**src/rtl/sfes_defs.vh**
```
// Opcodes, field positions, widths and timing constants of the erase sequencer
`ifndef SFES_DEFS_VH
`define SFES_DEFS_VH

// Command opcodes
`define SFES_OP_WRITE_ENABLE  8'h06
`define SFES_OP_READ_STATUS   8'h05
`define SFES_OP_ACTIVE_STATUS 8'h25
`define SFES_OP_SUSPEND       8'h75
`define SFES_OP_PAGE_ERASE_A  8'h81
`define SFES_OP_PAGE_ERASE_B  8'hdb
`define SFES_OP_BLOCK_4K      8'h20
`define SFES_OP_BLOCK_32K     8'h52
`define SFES_OP_BLOCK_64K     8'hd8
`define SFES_OP_CHIP_ERASE_A  8'h60
`define SFES_OP_CHIP_ERASE_B  8'hc7

// Erase kind codes on the array interface
`define SFES_KIND_PAGE     3'h0
`define SFES_KIND_BLK4K    3'h1
`define SFES_KIND_BLK32K   3'h2
`define SFES_KIND_BLK64K   3'h3
`define SFES_KIND_CHIP     3'h4

// Frame layout: opcode byte plus three address bytes
`define SFES_ADDR_BYTES    3'h3
`define SFES_FULL_BYTES    3'h4

// Status register one field positions
`define SFES_SR1_BUSY_BIT  0
`define SFES_SR1_WEL_BIT   1

// Region base masks, low bits ignored per region size
`define SFES_MASK_4K       24'hfff000
`define SFES_MASK_32K      24'hff8000
`define SFES_MASK_64K      24'hff0000
`define SFES_PAGE_LO       8
`define SFES_PAGE_HI       19

// Timing: clock period and self-timed erase durations
`define SFES_CLK_PERIOD_NS       100
`define SFES_PAGE_ERASE_TIME_US  2000
`define SFES_BLOCK_ERASE_TIME_US 100000
`define SFES_CHIP_ERASE_TIME_US  5000000

`endif

```
**src/rtl/sfes_top.v**
```verilog
// Erase command sequencer of a serial flash, SPI slave side
`timescale 1ns/100ps
`include "sfes_defs.vh"
// Operation
// Erase accepted only when the write enable latch was set by opcode 06h.
// Erase with latch clear is ignored: no array change, no busy.
// Opcodes 20h, 52h, D8h erase a 4, 32 or 64 kB region.
// A completed erase leaves its whole region at logic one.
// Block erase frame: opcode then 24 address bits, MSB first, no data.
// Low address bits 11..0, 14..0 or 15..0 ignored by region size.
// Block erase starts at chip select rise and runs self-timed.
// Chip select rising off a byte boundary aborts any erase.
// Page or block erase aborts if fewer than three address bytes came.
// Protected target: no erase, back to idle at chip select rise.
// Block erase abort of any kind clears the write enable latch.
// Busy flag, status bit 0, stays set until the erase finishes.
// Write enable latch cleared before a successful erase completes.
// Host should poll status register one for completion.
// After opcode 25h the busy flag is driven on SO every cycle.
// Host treats SO falling from one to zero as completion.
// A failed erase sets both erase and program error flags.
// Chip erase opcodes 60h and C7h behave identically.
// Chip erase is the opcode alone; starts at chip select rise.
// Chip erase refused if any region is protected or locked.
// Chip erase abort by boundary or protection clears the latch.
// Suspend opcode 75h is ignored while a chip erase runs.
// Page erase uses 81h or DBh with a three byte address.
// Page erase: bits 19..8 pick the page, others ignored.
// Page erase starts at chip select rise, busy for its duration.
module sfes_top #(
  // Scale per microsecond first so the chip erase count stays inside 32 bits
  parameter [31:0] PAGE_ERASE_CYCLES  = `SFES_PAGE_ERASE_TIME_US * (1000 / `SFES_CLK_PERIOD_NS),
  parameter [31:0] BLOCK_ERASE_CYCLES = `SFES_BLOCK_ERASE_TIME_US * (1000 / `SFES_CLK_PERIOD_NS),
  parameter [31:0] CHIP_ERASE_CYCLES  = `SFES_CHIP_ERASE_TIME_US * (1000 / `SFES_CLK_PERIOD_NS)
) (
  // Clock and reset
  input  wire        CLK,
  input  wire        RST,
  // SPI pins
  input  wire        CS_N,
  input  wire        SCK,
  input  wire        SI,
  output reg         SO,
  output reg         SO_OE,
  // Protection inputs
  input  wire [2:0]  BLOCK_PROTECT_FIELD,
  input  wire        INDIVIDUAL_LOCK_SELECT,
  input  wire        ANY_BLOCK_LOCKED,
  input  wire        REGION_PROTECTED,
  // Array interface
  input  wire        ERASE_FAIL,
  output reg  [23:0] CMD_ADDR,
  output reg         ERASE_START,
  output reg  [2:0]  ERASE_KIND,
  output reg  [23:0] ERASE_BASE,
  output reg         ERASE_DONE,
  // Status flags
  output reg         READY_BUSY_FLAG,
  output reg         WRITE_ENABLE_LATCH,
  output reg         ERASE_ERROR_FLAG,
  output reg         PROGRAM_ERROR_FLAG
);

  localparam ST_IDLE  = 1'b0;
  localparam ST_ERASE = 1'b1;

  // Synchroniser stages for the pins
  reg        cs_n_m_q;
  reg        cs_n_s_q;
  reg        cs_n_p_q;
  reg        sck_m_q;
  reg        sck_s_q;
  reg        sck_p_q;
  reg        si_m_q;
  reg        si_s_q;

  // Frame receiver state
  reg  [6:0] shift_q;
  reg  [2:0] bit_q;
  reg  [2:0] byte_q;
  reg  [7:0] opc_q;

  // Sequencer state
  reg        st_q;
  reg [31:0] cnt_q;
  reg        chip_run_q;
  reg  [7:0] out_q;

  wire       sck_rise;
  wire       sck_fall;
  wire       cs_rise;
  wire       sel;
  wire [7:0] rx_byte;
  wire       op_page;
  wire       op_blk4;
  wire       op_blk32;
  wire       op_blk64;
  wire       op_chip;
  wire       op_erase;
  wire       whole;
  wire       addr_ok;
  wire       chip_prot;
  wire       prot;
  wire [7:0] status_one;
  wire       mode_status;
  wire       mode_active;

  reg  [2:0]  kind_d;
  reg  [23:0] base_d;
  reg  [31:0] dur_d;

  // Two flip-flop synchronisers, third stage only for edge finding
  always @(posedge CLK or posedge RST) begin
    if (RST) begin
      cs_n_m_q <= 1'b1;
      cs_n_s_q <= 1'b1;
      cs_n_p_q <= 1'b1;
      sck_m_q  <= 1'b0;
      sck_s_q  <= 1'b0;
      sck_p_q  <= 1'b0;
      si_m_q   <= 1'b0;
      si_s_q   <= 1'b0;
    end else begin
      cs_n_m_q <= CS_N;
      cs_n_s_q <= cs_n_m_q;
      cs_n_p_q <= cs_n_s_q;
      sck_m_q  <= SCK;
      sck_s_q  <= sck_m_q;
      sck_p_q  <= sck_s_q;
      si_m_q   <= SI;
      si_s_q   <= si_m_q;
    end
  end

  // Edge events of the link
  assign sck_rise = sck_s_q & ~sck_p_q;
  assign sck_fall = ~sck_s_q & sck_p_q;
  assign cs_rise  = cs_n_s_q & ~cs_n_p_q;
  assign sel      = ~cs_n_s_q;
  assign rx_byte  = {shift_q, si_s_q};

  // Frame receiver: MSB first on SCK rising edges
  always @(posedge CLK or posedge RST) begin
    if (RST) begin
      shift_q  <= 7'h00;
      bit_q    <= 3'h0;
      byte_q   <= 3'h0;
      opc_q    <= 8'h00;
      CMD_ADDR <= 24'h000000;
    end else if (!sel) begin
      bit_q  <= 3'h0;
      byte_q <= 3'h0;
    end else if (sck_rise) begin
      shift_q <= rx_byte[6:0];
      bit_q   <= bit_q + 3'h1;
      if (bit_q == 3'h7) begin
        if (byte_q != `SFES_FULL_BYTES + 3'h1)
          byte_q <= byte_q + 3'h1;
        if (byte_q == 3'h0)
          opc_q <= rx_byte;
        else if (byte_q <= `SFES_ADDR_BYTES)
          CMD_ADDR <= {CMD_ADDR[15:0], rx_byte};
      end
    end
  end

  // Opcode decode
  assign op_page  = (opc_q == `SFES_OP_PAGE_ERASE_A) | (opc_q == `SFES_OP_PAGE_ERASE_B);
  assign op_blk4  = (opc_q == `SFES_OP_BLOCK_4K);
  assign op_blk32 = (opc_q == `SFES_OP_BLOCK_32K);
  assign op_blk64 = (opc_q == `SFES_OP_BLOCK_64K);
  assign op_chip  = (opc_q == `SFES_OP_CHIP_ERASE_A) | (opc_q == `SFES_OP_CHIP_ERASE_B);
  assign op_erase = op_page | op_blk4 | op_blk32 | op_blk64 | op_chip;

  // Frame checks at chip select rise
  assign whole     = (bit_q == 3'h0);
  assign addr_ok   = op_chip | (byte_q >= `SFES_FULL_BYTES);
  assign chip_prot = (BLOCK_PROTECT_FIELD != 3'h0) | (INDIVIDUAL_LOCK_SELECT & ANY_BLOCK_LOCKED);
  assign prot      = op_chip ? chip_prot : REGION_PROTECTED;

  // Region kind, base and duration for the decoded erase
  always @* begin
    kind_d = `SFES_KIND_CHIP;
    base_d = 24'h000000;
    dur_d  = CHIP_ERASE_CYCLES;
    if (op_page) begin
      kind_d = `SFES_KIND_PAGE;
      base_d = {4'h0, CMD_ADDR[`SFES_PAGE_HI:`SFES_PAGE_LO], 8'h00};
      dur_d  = PAGE_ERASE_CYCLES;
    end else if (op_blk4) begin
      kind_d = `SFES_KIND_BLK4K;
      base_d = CMD_ADDR & `SFES_MASK_4K;
      dur_d  = BLOCK_ERASE_CYCLES;
    end else if (op_blk32) begin
      kind_d = `SFES_KIND_BLK32K;
      base_d = CMD_ADDR & `SFES_MASK_32K;
      dur_d  = BLOCK_ERASE_CYCLES;
    end else if (op_blk64) begin
      kind_d = `SFES_KIND_BLK64K;
      base_d = CMD_ADDR & `SFES_MASK_64K;
      dur_d  = BLOCK_ERASE_CYCLES;
    end
  end

  // Sequencer: latch handling, launch, abort and self-timed erase
  always @(posedge CLK or posedge RST) begin
    if (RST) begin
      st_q               <= ST_IDLE;
      cnt_q              <= 32'h00000000;
      chip_run_q         <= 1'b0;
      ERASE_START        <= 1'b0;
      ERASE_DONE         <= 1'b0;
      ERASE_KIND         <= `SFES_KIND_PAGE;
      ERASE_BASE         <= 24'h000000;
      READY_BUSY_FLAG    <= 1'b0;
      WRITE_ENABLE_LATCH <= 1'b0;
      ERASE_ERROR_FLAG   <= 1'b0;
      PROGRAM_ERROR_FLAG <= 1'b0;
    end else begin
      ERASE_START <= 1'b0;
      ERASE_DONE  <= 1'b0;
      case (st_q)
        ST_IDLE: begin
          if (cs_rise && byte_q != 3'h0) begin
            if (opc_q == `SFES_OP_WRITE_ENABLE) begin
              if (whole)
                WRITE_ENABLE_LATCH <= 1'b1;
            end else if (op_erase && WRITE_ENABLE_LATCH) begin
              if (!whole || !addr_ok || prot) begin
                WRITE_ENABLE_LATCH <= 1'b0;
              end else begin
                st_q               <= ST_ERASE;
                cnt_q              <= dur_d - 32'h00000001;
                chip_run_q         <= op_chip;
                ERASE_START        <= 1'b1;
                ERASE_KIND         <= kind_d;
                ERASE_BASE         <= base_d;
                READY_BUSY_FLAG    <= 1'b1;
                WRITE_ENABLE_LATCH <= 1'b0;
                ERASE_ERROR_FLAG   <= 1'b0;
                PROGRAM_ERROR_FLAG <= 1'b0;
              end
            end
          end
        end
        ST_ERASE: begin
          // Commands other than status are not acted on while busy; a
          // suspend opcode during a chip erase has no effect
          if (cs_rise && chip_run_q && opc_q == `SFES_OP_SUSPEND)
            chip_run_q <= 1'b1;
          if (cnt_q == 32'h00000000) begin
            st_q            <= ST_IDLE;
            chip_run_q      <= 1'b0;
            ERASE_DONE      <= 1'b1;
            READY_BUSY_FLAG <= 1'b0;
            if (ERASE_FAIL) begin
              ERASE_ERROR_FLAG   <= 1'b1;
              PROGRAM_ERROR_FLAG <= 1'b1;
            end
          end else begin
            cnt_q <= cnt_q - 32'h00000001;
          end
        end
        default: begin
          st_q <= ST_IDLE;
        end
      endcase
    end
  end

  // Status byte and read-back modes
  assign status_one  = {6'h00, WRITE_ENABLE_LATCH, READY_BUSY_FLAG};
  assign mode_status = sel & (byte_q != 3'h0) & (opc_q == `SFES_OP_READ_STATUS);
  assign mode_active = sel & (byte_q != 3'h0) & (opc_q == `SFES_OP_ACTIVE_STATUS);

  // Serial output: status byte on SCK falling edges, or live busy flag
  always @(posedge CLK or posedge RST) begin
    if (RST) begin
      SO    <= 1'b0;
      SO_OE <= 1'b0;
      out_q <= 8'h00;
    end else begin
      SO_OE <= mode_status | mode_active;
      if (mode_active) begin
        SO <= READY_BUSY_FLAG;
      end else if (mode_status && sck_fall) begin
        if (bit_q == 3'h0) begin
          SO    <= status_one[7];
          out_q <= {status_one[6:0], 1'b0};
        end else begin
          SO    <= out_q[7];
          out_q <= {out_q[6:0], 1'b0};
        end
      end else if (!sel) begin
        SO <= 1'b0;
      end
    end
  end

endmodule

```
**config.mk**
```make
export PLATFORM = sky130hd
export DESIGN_NAME = sfes_top
export DESIGN_NICKNAME = d
export VERILOG_FILES = /design/src/rtl/sfes_top.v
export VERILOG_INCLUDE_DIRS = /design/src /design/src/rtl
export SDC_FILE = /design/constraint.sdc
export NUM_CORES = 1
export LEC_CHECK = 0
export ABC_CLOCK_PERIOD_IN_PS = 10100
export BUFFER_PORTS_ARGS = -buffer_cell sky130_fd_sc_hd__buf_2
export CORE_MARGIN = 1.5
export CORE_UTILIZATION = 63
export CTS_CLUSTER_DIAMETER = 60
export CTS_CLUSTER_SIZE = 28
export DETAILED_ROUTE_END_ITERATION = 12
export GPL_TIMING_DRIVEN = 0
export HOLD_SLACK_MARGIN = 0.02
export PLACE_DENSITY_LB_ADDON = 0.08
export REMOVE_ABC_BUFFERS = 1
export SLEW_MARGIN = 10
export SYNTH_ARGS = -nofsm -noshare
export SYNTH_HDL_FRONTEND = slang
export SYNTH_SLANG_ARGS = --single-unit
```
**constraint.sdc**
```tcl
create_clock -name CLK -period 10.1 [get_ports CLK]
set_clock_uncertainty 0.05 [all_clocks]
set_input_delay 2.02 -clock CLK [delete_from_list [all_inputs] [get_ports CLK]]
set_output_delay 2.02 -clock CLK [all_outputs]
set_load 0.05 [all_outputs]
```
==> impl_results.md, run 1 <==
* Maximum fanout along the worst path at 38
* Primary FF master, synth: dfrtp_1
* IO buf count at a little over 60
* Largest net degree at the start of global routing at roughly 60
* Reg clk slew, reported paths at around 0.06 ns
* Clock Path Buffers at 2
* DR WL/cell at between 15 and 20 microns
* Antenna-violating nets left at 0
* Register bit total from synthesis at around 120
* Clk root buf: clkbuf_8
* Critical path's largest stage delay at 0.87 ns
* Fin crit period at a little over 4 ns
* Skew-Pair Late Insertion Delay at roughly 0.52 ns
* Worst slew pin tran at a little over 0.9 ns
* Post-DP HPWL at 8280 microns
* Worst IR Drop VDD at 122 uV
* DR iter-0 viols at ~320
* Ant diodes at 0
* Synth warnings at 0
* TritonCTS Sinks at 119
* Vias/cell at between 6 and 7
* Seq/Total Area, Yosys at ~52%
* Failing checks: DRC
* Async SR Flop Fraction at 100%
* Global route overflow at 0
* H-Tree Depth at 4
* Hold buffer count at cts at 0
* Worst path bufs/invs at 1
* Die Y at 98.6 microns
* Number of global-route vias before repair at 4381
* Worst path arrival time at 4.47 ns
* Routability cong. at around 0.89
* First-pass GRT wire length at roughly 22000 microns
* Peak Freq at between 200 and 250 MHz
* Commonest cells in the netlist: dfrtp_1 (116), nand2_1 (75), mux2_2 (40)
* Fin Setup TNS at 0 ns
* Via count at roughly 4500
* TritonRoute pass-1 iters at 11
* CP Cell Sequence: buf_2 > nor4b_1 > a31o_2 > nand2_1 > o221a_2
* Pleak at between 3 and 4 nW
* Worst Setup End Kind: flip-flop
* Critical path startpoint category: input pin
* Final setup viols at 0
* Final Hold Vio Count at 0
* Final worst slack at ~6.0 ns
* Yosys top cell area share at 50.4%
* Crit path required time at roughly 10 ns
* Initial Utilization at 65.3%
* TritonCTS clock tree: done
* Syn Area/Cell at 10.6 sq um
* Number of cell rows at 34
* IO Count at just over 70
* Synth area leaders: dfrtp_1 (50%), mux2_2 (7.8%), nand2_1 (4.9%), nand3_1 (2.5%), nor2_1 (2.0%)
* Cells after synthesis at about 540
* Cell family with most CP delay: compound AO/OA/AOI/OAI gates
* Layout cells sized above 1 at 26.1%
* GRT Overall Usage at between 20 and 30%
* Critical path class: input pin to flip-flop
* Leading area contributor after synthesis: dfrtp_1
* Yosys cell types at between 70 and 80
* Slew margin rel. at a little under two fifths
* Max-slew violations at 0
* Worst slack, placed at ~5.5 ns
* Final net count at 624
* Worst path slowest cell: a31o_2
* Post-CTS setup buffers at 0
* Worst hold path class: flip-flop to flip-flop
* DIE AREA at approximately 9700 sq um
* P&R area growth vs syn at 17.5%
* Final WL at 13200 microns
* DRC at 5
* Synthesized area at around 5800 sq um
* Die X at 98.6 microns
* Post-synth EDFFs at 0
* Status: finished, violations left
* Count leader, synth: dfrtp_1
* RSZ-0062 raised after global routing: no
* Number of gates resized after CTS at 0
* CTS Buf Count at 17
* Core area at 8810 sq um
* Final period util at between 40% and 50%
* Filler cells at between 500 and 600
* Pwr per Cell Area at around 180 nW/um^2
* Max Cap Viol at 0
* Initial antenna violation count at 0
## placed cells by master (no fill, tap or decap), drive strengths merged, types with 4 or more instances in the layout
cell	n
dfrtp	116
xnor2	8
mux2i	4
and4	4
conb	8
o211ai	5
clkbuf	21
nand4	8
nor4b	5
nand2	75
a32o	4
mux2	40
a31oi	9
buf	65
a21oi	15
ha	8
bufinv	4
inv	22
nor3	17
nand2b	6
a211oi	4
nand3	29
or3	5
a22o	5
o21ai	18
nor2	32
nor4	9
## cell families (layout without fill, tap and decap cells)
logic type      Yosys count  in the layout  synth area share (%)
compound gates           96             96                  12.1
xor+xnor                 10             10                  1.52
fa+ha+maj                 8              8                  1.74
buf+inv                  52            118                  4.57
flops                   119            119                  51.8
mux                      44             44                  8.52
other cells               1              8                0.0652
simple gates            214            214                  19.7
## where the power goes
part | total [mW] | internal, mW | switching, mW
Combinational | 0.0377 | 0.0138 | 0.0239
Clock | 0.642 | 0.421 | 0.221
Sequential | 0.505 | 0.491 | 0.0143
## path summary, 6_finish.rpt
check,from,end,slack [ns],cells past startpoint
setup / recovery,REGION_PROTECTED,cnt_q[5]$_DFFE_PP0P_,5.98,5
hold / removal,sck_m_q$_DFF_PP0_,sck_s_q$_DFF_PP0_,0.30,0
setup reg to reg,st_q$_DFF_PP0_,cnt_q[5]$_DFFE_PP0P_,6.25,6
hold reg to reg,sck_m_q$_DFF_PP0_,sck_s_q$_DFF_PP0_,0.30,0
max in group asynchronous,RST,CMD_ADDR[4]$_DFFE_PP0P_,7.81,3
min in group asynchronous,RST,out_q[5]$_DFFE_PP0P_,1.51,2
## per-layer routing
layer  routed length, microns  GRT usage [%]  up-vias  part of all wire (%)
li1                         -              -     2083                     -
met1                     5750           38.6     2249                    43
met2                     6500           45.8      176                    49
met3                      748           6.17       23                   5.6
met4                      241           10.8        0                   1.8
met5                        0              0        -                     0
## registers in the layout (all words and copies together) (netlist names), 3 cells and up
name / cells
CMD_ADDR: 24
ERASE_BASE: 16
ERASE_KIND: 3
bit_q: 3
byte_q: 3
cnt_q: 32
opc_q: 8
out_q: 7
shift_q: 7
## metrics by stage
stage          utilization, %  instances  power, mW  hold WS, ns  cell area, sq um
5_1_grt                  76.8        725       1.22        0.307              6760
4_1_cts                  76.8        725       1.19        0.306              6760
6_report                 76.8        725       1.18        0.304              6760
3_5_place_dp             69.7        693      0.550        0.290              6130
3_3_place_gp             68.6        690      0.546        0.289              6040
2_1_floorplan               -        520      0.536        0.281              5600
## area by class of cell
type / instances / area (sq um) / area share, %
well taps: 108 / 135 / 2.00
inverters: 21 / 83.8 / 1.24
clock inverters: 11 / 170 / 2.52
flip-flops and latches: 119 / 2980 / 44.1
clock buffers: 21 / 459 / 6.79
multi-input cells: 380 / 2560 / 37.8
repair buffers: 65 / 377 / 5.57
Note: power is estimated with default switching activity, not from simulation.
==> run 2, diff against run 1 <==
Settings changed: ABC_AREA set to 1, ABC_CLOCK_PERIOD_IN_PS 10100 to 4100, CORE_UTILIZATION 63 to 59.
Clock period 10.1 ns to 4.1 ns, I/O delays scaled along.
==> impl_results.md, run 2 <==
* Critical path startpoint category: flip-flop
* Worst path bufs/invs at 2 (+1)
* Via count at 5318 (+17%)
* Reg clk slew, reported paths at 0.06 ns (about the same)
* RR Endpoint: cnt_q[26]$_DFFE_PP0P_
* Total power at 2.75 mW (+130%)
* Ant diodes at 0 (unchanged)
* Pwr per Cell Area at 377 nW/um^2 (+120%)
* Worst path arrival time at 3.55 ns (-0.92 ns)
* R2r setup slk at 0.91 ns (-5.34 ns)
* Die X at 107 microns (+8.3%)
* Hold_ws at 0.306 ns (+0.00220 ns)
* Hold buffer count at cts at 0 (unchanged)
* Sw power at 0.610 mW (+140%)
* Primary FF master, synth: dfrtp_1
* Worst setup startpoint: st_q$_DFF_PP0_
* IO buf count at 62 (unchanged)
* Finished layout cell area at 7300 sq um (+7.9%)
* Die Y at 107 microns (+8.3%)
* First-pass GRT wire length at 24600 microns (+12%)
* Synthesized area at 6350 sq um (+10%)
* Met1 Routed Length at 6360 microns (+11%)
* Fin Setup TNS at 0 ns (unchanged)
* Core area at 10400 sq um (+18%)
* Number of cell rows at 37 (+8.8%)
* Worst slew pin tran at 1.12 ns (+0.198 ns)
* CP dominant cell by count: nand2_1
* Initial Utilization at 61.2% (-4.1 points)
* Leading area contributor after synthesis: dfrtp_1
* Seq/Total Area, Yosys at 47.0% (-4.9 points)
* Routed wl met2 at 7280 microns (+12%)
* Worst Hold End: cs_n_s_q$_DFF_PP1_
* Worst path slowest cell: dfrtp_1
* Highest routed metal layer: met4
* Number of global-route vias before repair at 5260 (+20%)
* Placed cells at 972 (+40%)
* Post-DP HPWL at 10300 microns (+24%)
* Cells after synthesis at 793 (+46%)
* Final core occ at 70.4% (-6.5 points)
* Filler cells at 821 (+38%)
* Fin crit period at around 3.2 ns
* Final net count at 875 (+40%)
* Crit path required time at 4.46 ns (-5.99 ns)
* GRT Overall Usage at 27.6% (-1.0 points)
* Routability cong. at 0.914 (+2.5%)
* Yosys cell types at 45 (-38%)
* Initial antenna violation count at 0 (unchanged)
* Critical hold path startpoint: cs_n_m_q$_DFF_PP1_
* Final WL at 14600 microns (+10%)
* RSZ-0062 raised after global routing: no
* Clk root buf: clkbuf_8
* Maximum fanout along the worst path at 31 (-18%)
* Final setup viols at 0 (unchanged)
* Global route overflow at 0 (unchanged)
* Switch share at 22.2% (+0.31 points)
* Worst IR Drop VDD at 352 uV (+190%)
* R2r startpoint: st_q$_DFF_PP0_
* Worst Setup End Kind: flip-flop
* Worst Hold Depth at 0 (unchanged)
* Most common cell after layout, fill and taps aside: nand2_1
* P&R area growth vs syn at 14.9%
* Register bit total from synthesis at 119 (unchanged)
* Dpl cell area at 6720 sq um (+9.5%)
* DR iter-0 viols at 294 (-8.7%)
* CTS Buf Count at 17 (unchanged)
* Critical path's largest stage delay at 0.80 ns (-0.07 ns)
* Clock network power share at 53.2% (-1.0 points)
* Metal3 WL at 597 microns (-20%)
* Vias/cell at 5.30 (-15%)
* Antenna-violating nets left at 0 (unchanged)
* Seq. cell area at 2980 sq um (unchanged)
* H-Tree Depth at 4 (unchanged)
* Post-CTS setup buffers at 0 (unchanged)
* Cell family with most CP delay: buffers and inverters
* Post-synth EDFFs at 0 (unchanged)
* Syn Area/Cell at 8.01 sq um (-24%)
* Final Hold Vio Count at 0 (unchanged)
* Pleak at 3.77 nW (+15%)
* Slew margin rel. at 25.1% (-13 points)
* Internal power at 2.14 mW (+130%)
* Largest net degree at the start of global routing at 68 (+11%)
* Commonest non-fill, non-tap cells in the layout: nand2_1 (214), dfrtp_1 (116), inv_1 (82)
* Number of gates resized after CTS at 0 (unchanged)
* Final worst slack at 0.913 ns (-5.07 ns)
* Sequential group share of total power at 44.0% (+1.3 points)
* Worst slack, placed at 0.968 ns (-4.52 ns)
* Largest reg by FF count: cnt_q
* Final period util at between 70 and 80%
* Clock Path Buffers at 2 (unchanged)
* Post-route insts no fill at 1004 (+38%)
* Yosys top cell area share at 45.7% (-4.7 points)
* TritonCTS Sinks at 119 (unchanged)
* CP Cell Sequence: inv_2 > nand2_1 > nor2_1 > nand3_2 > nand2_2 > nand2_4 > inv_2 > nand2_1 > o21bai_2 > nand2_1
* DIE AREA at 11400 sq um (+17%)
* Status: completed
* Largest regs: cnt_q (32), CMD_ADDR (24), ERASE_BASE (16)
* Synth area leaders: dfrtp_1 (46%), nand2_1 (13%), inv_1 (4.9%), nor2_1 (4.6%), o21ai_0 (4.3%)
* IO Count at 71 (unchanged)
* Count leader, synth: nand2_1
* Worst hold path class: flip-flop to flip-flop
* DR WL/cell at 14.5 microns (-21%)
* Synth warnings at 0 (unchanged)
* Reg2Reg Depth at 10 (+4)
* TritonCTS clock tree: done
* TritonRoute pass-1 iters at 5 (-6)
* Layout cells sized above 1 at 21.0% (-5.1 points)
* Logic gate share of total power at 2.7% (-0.5 points)
* Max reg flops at 32 (unchanged)
* Critical path class: flip-flop to flip-flop
* DRC at 0 (-5)
* Skew-Pair Late Insertion Delay at 0.53 ns (about the same)
* Peak Freq at between 300 and 400 MHz
* Max-slew violations at 0 (unchanged)
* Async SR Flop Fraction at 100% (unchanged)
* Commonest cells in the netlist: nand2_1 (214), dfrtp_1 (116), inv_1 (83)
* Max Cap Viol at 0 (unchanged)
* Area of the multi-input gates at 2840 sq um (+11%)
[run 2: cell count changes in the layout (fill, tap and decap cells not counted), moves of 11 or more]
| cell | before | now |
|---|---|---|
| nand2_2 | 0 | 20 |
| nor2_2 | 1 | 16 |
| nor2_4 | 0 | 11 |
| nand3_1 | 29 | 51 |
| nand2_1 | 75 | 214 |
| nor3_1 | 17 | 5 |
| nor2_1 | 31 | 77 |
| o21ai_0 | 18 | 55 |
| inv_1 | 19 | 82 |
| mux2_2 | 40 | 1 |
[run 2: cells by family after synthesis]
logic type,count (synthesis),share of synthesized area (%)
and+or+nand+nor,431,32.3
buffers and inverters,124,8.79
DFF,119,47.0
AOI/OAI and AO/OA,101,9.04
adders and majority gates,8,1.58
xor gates and xnor gates,8,1.10
other,1,0.0591
muxes,1,0.177
[run 2: routing by layer]
layer	global-route usage (%)	vias up
li1	-	2639
met1	34.9	2513
met2	45.7	134
met3	6.93	32
met4	10.2	0
met5	0	-
[run 2: worst max-delay path by stage]
stage,end,slack (ns),depth (start not counted)
CTS,cnt_q[26]$_DFFE_PP0P_,0.96,10
detailed placement,cnt_q[26]$_DFFE_PP0P_,0.97,10
global route,cnt_q[26]$_DFFE_PP0P_,0.69,10
global placement,ERASE_BASE[19]$_DFFE_PP0P_,-1.19,2
floorplan,CMD_ADDR[0]$_DFFE_PP0P_,0.08,1
finish,cnt_q[26]$_DFFE_PP0P_,0.91,10
[run 2: power groups by stage]
| stage | Sequential (mW) | Combinational [mW] | Clock (mW) |
|---|---|---|---|
| finish | 1.21 | 0.0747 | 1.46 |
| global route | 1.21 | 0.0870 | 1.53 |
| CTS | 1.21 | 0.0773 | 1.48 |
| detailed placement | 1.23 | 0.0769 | 0 |
| global placement | 1.23 | 0.0713 | 0 |
| floorplan | 1.23 | 0.0545 | 0 |
[run 2: layout make-up]
type	instances	area share (%)
Tap cell	136	2.33
Clock inverter	11	2.06
Multi-Input combinational cell	557	39.0
Clock buffer	21	5.88
Timing Repair Buffer	67	5.04
Sequential cell	119	40.9
Inverter	93	4.85
[run 2: worst register-to-register path, cell delays in order, from the launching register on]
cell	delay, ns
dfrtp_1	0.80
inv_2	0.59
nand2_1	0.16
nor2_1	0.19
nand3_2	0.16
nand2_2	0.13
nand2_4	0.20
inv_2	0.47
nand2_1	0.13
o21bai_2	0.15
nand2_1	0.06
==> run 3, diff against run 2 <==
Settings changed: ABC_CLOCK_PERIOD_IN_PS 4100 to 3290.
Clock period 4.1 ns to 3.29 ns, I/O delays scaled along.
==> impl_results.md, run 3 (synthesis results as in run 2) <==
* Worst setup startpoint: st_q$_DFF_PP0_
* TritonCTS clock tree: done
* Max Cap Viol at 0 (unchanged)
* Antenna-violating nets left at 0 (unchanged)
* R2r startpoint: st_q$_DFF_PP0_
* Worst IR Drop VDD at 439 uV (+25%)
* Post-route insts no fill at 1004 (unchanged)
* Final net count at 875 (unchanged)
* Fin crit period at 2.87 ns (-0.316 ns)
* Status: completed
* CP dominant cell by count: nand2_1
* Initial Utilization at 61.2% (unchanged)
* Largest reg by FF count: cnt_q
* Number of global-route vias before repair at 5260 (unchanged)
* RSZ-0062 raised after global routing: no
* Worst slew pin tran at 1.07 ns (-0.0488 ns)
* First-pass GRT wire length at 24600 microns (unchanged)
* Die X at 107 microns (unchanged)
* Crit path required time at 3.70 ns (-0.76 ns)
* Most common cell after layout, fill and taps aside: nand2_1
* Global route overflow at 0 (unchanged)
* TritonRoute pass-1 iters at 5 (unchanged)
* Vias/cell at 5.31 (+0.19%)
* Pleak at 3.77 nW (about the same)
* DR iter-0 viols at 294 (unchanged)
* Post-DP HPWL at 10300 microns (unchanged)
* Placed cells at 972 (unchanged)
* Skew-Pair Late Insertion Delay at 0.53 ns (about the same)
* Pwr per Cell Area at 469 nW/um^2 (+25%)
* DRC at 0 (unchanged)
* Commonest non-fill, non-tap cells in the layout: nand2_1 (214), dfrtp_1 (115), inv_1 (82)
* Clock Path Buffers at 2 (unchanged)
* TritonCTS Sinks at 119 (unchanged)
* Reg clk slew, reported paths at 0.06 ns (about the same)
* Ant diodes at 0 (unchanged)
* Critical path class: flip-flop to flip-flop
* Finished layout cell area at 7300 sq um (about the same)
* RR Endpoint: cnt_q[26]$_DFFE_PP0P_
* Via count at 5328 (+0.19%)
* Worst path slowest cell: dfrtp_2
* Peak Freq at 348 MHz (+11%)
* Cell family with most CP delay: buffers and inverters
* Max-slew violations at 0 (unchanged)
* Final core occ at 70.4% (about the same)
* Final setup viols at 0 (unchanged)
* Layout cells sized above 1 at 21.1% (+0.12 points)
* Final WL at 14600 microns (+0.14%)
* Total power at 3.42 mW (+25%)
* Reg2Reg Depth at 9 (-1)
* Hold_ws at 0.168 ns (-0.138 ns)
* Worst hold path class: input pin to asynchronous set/reset pin
* Worst path arrival time at 3.28 ns (-0.27 ns)
* Critical path startpoint category: flip-flop
* Worst path bufs/invs at 2 (unchanged)
* Clk root buf: clkbuf_8
* IO buf count at 62 (unchanged)
* CP Cell Sequence: clkinv_2 > nand2_1 > nor2_1 > nand3_2 > nor2_4 > inv_2 > nand2_1 > o21bai_2 > nand2_1
* Final period util at 87.3% (+9.5 points)
* Routability cong. at 0.914 (unchanged)
* Initial antenna violation count at 0 (unchanged)
* CTS Buf Count at 17 (unchanged)
* Dpl cell area at 6720 sq um (unchanged)
* Critical path's largest stage delay at 0.77 ns (-0.03 ns)
* Die Y at 107 microns (unchanged)
* Final Hold Vio Count at 0 (unchanged)
* DR WL/cell at 14.5 microns (+0.14%)
* Slew margin rel. at 27.8% (+2.7 points)
* H-Tree Depth at 4 (unchanged)
* Largest net degree at the start of global routing at 68 (unchanged)
* Largest regs: cnt_q (32), CMD_ADDR (24), ERASE_BASE (16)
* Core area at 10400 sq um (unchanged)
* R2r setup slk at 0.42 ns (-0.49 ns)
* DIE AREA at 11400 sq um (unchanged)
* P&R area growth vs syn at 14.9% (about the same)
* IO Count at 71 (unchanged)
* Max reg flops at 32 (unchanged)
* Maximum fanout along the worst path at 33 (+6.5%)
* Worst Setup End Kind: flip-flop
* GRT Overall Usage at 27.6% (unchanged)
* Number of cell rows at 37 (unchanged)
-- run 3: cell types whose count changed in the layout (fill, tap and decap cells not counted) --
cell,delta
dfrtp_1,-1
clkinv_2,+1
dfrtp_2,+1
inv_2,-1
-- run 3: what timing repair did --
action,CTS,global route
resized for setup,0,2
setup endpoints to repair,0,14
hold buffers,0,0
buffers inserted,0,0
-- run 3: power by group --
part	switching [mW]	internal (mW)
clock network	0.667	1.16
registers	0.0185	1.49
logic	0.0732	0.0199
total	0.759	2.67
-- run 3: per-layer routing --
layer | track usage (%) | share of wire (%) | up-vias | routed length, microns
li1 | - | - | 2638 | -
met1 | 34.9 | 43 | 2511 | 6340
met2 | 45.7 | 50 | 147 | 7270
met3 | 6.93 | 4.5 | 32 | 658
met4 | 10.2 | 2.2 | 0 | 321
met5 | 0 | 0 | - | 0
-- run 3: worst register-to-register path, cell delays in order (launching register included) --
cell,delay (ns)
dfrtp_2,0.77
clkinv_2,0.50
nand2_1,0.24
nor2_1,0.09
nand3_2,0.14
nor2_4,0.11
inv_2,0.49
nand2_1,0.15
o21bai_2,0.22
nand2_1,0.06
-- run 3: per-stage QoR --
step | setup TNS (ns) | setup WS (ns)
floorplan | -66.18 | -0.571
global placement | -217.93 | -1.84
detailed placement | 0 | 0.158
CTS | 0 | 0.154
global route | 0 | 0.230
finish | 0 | 0.419
-- run 3: worst max path at each step --
stage                                            end  slack, ns  depth (start not counted)
after floorplan              CMD_ADDR[0]$_DFFE_PP0P_      -0.57                          1
after detailed placement       cnt_q[26]$_DFFE_PP0P_       0.16                         10
final                          cnt_q[26]$_DFFE_PP0P_       0.42                          9
after CTS                      cnt_q[26]$_DFFE_PP0P_       0.15                         10
after global routing           cnt_q[26]$_DFFE_PP0P_       0.23                          9
after global placement    ERASE_BASE[19]$_DFFE_PP0P_      -1.84                          2
-- run 3: layout make-up --
cell class	instances	area [sq um]
Clock buffer	21	429
Timing Repair Buffer	67	368
Fill cell	819	3070
Sequential cell	119	2980
Clock inverter	11	150
Inverter	93	355
Multi-Input combinational cell	557	2840
Tap cell	136	170
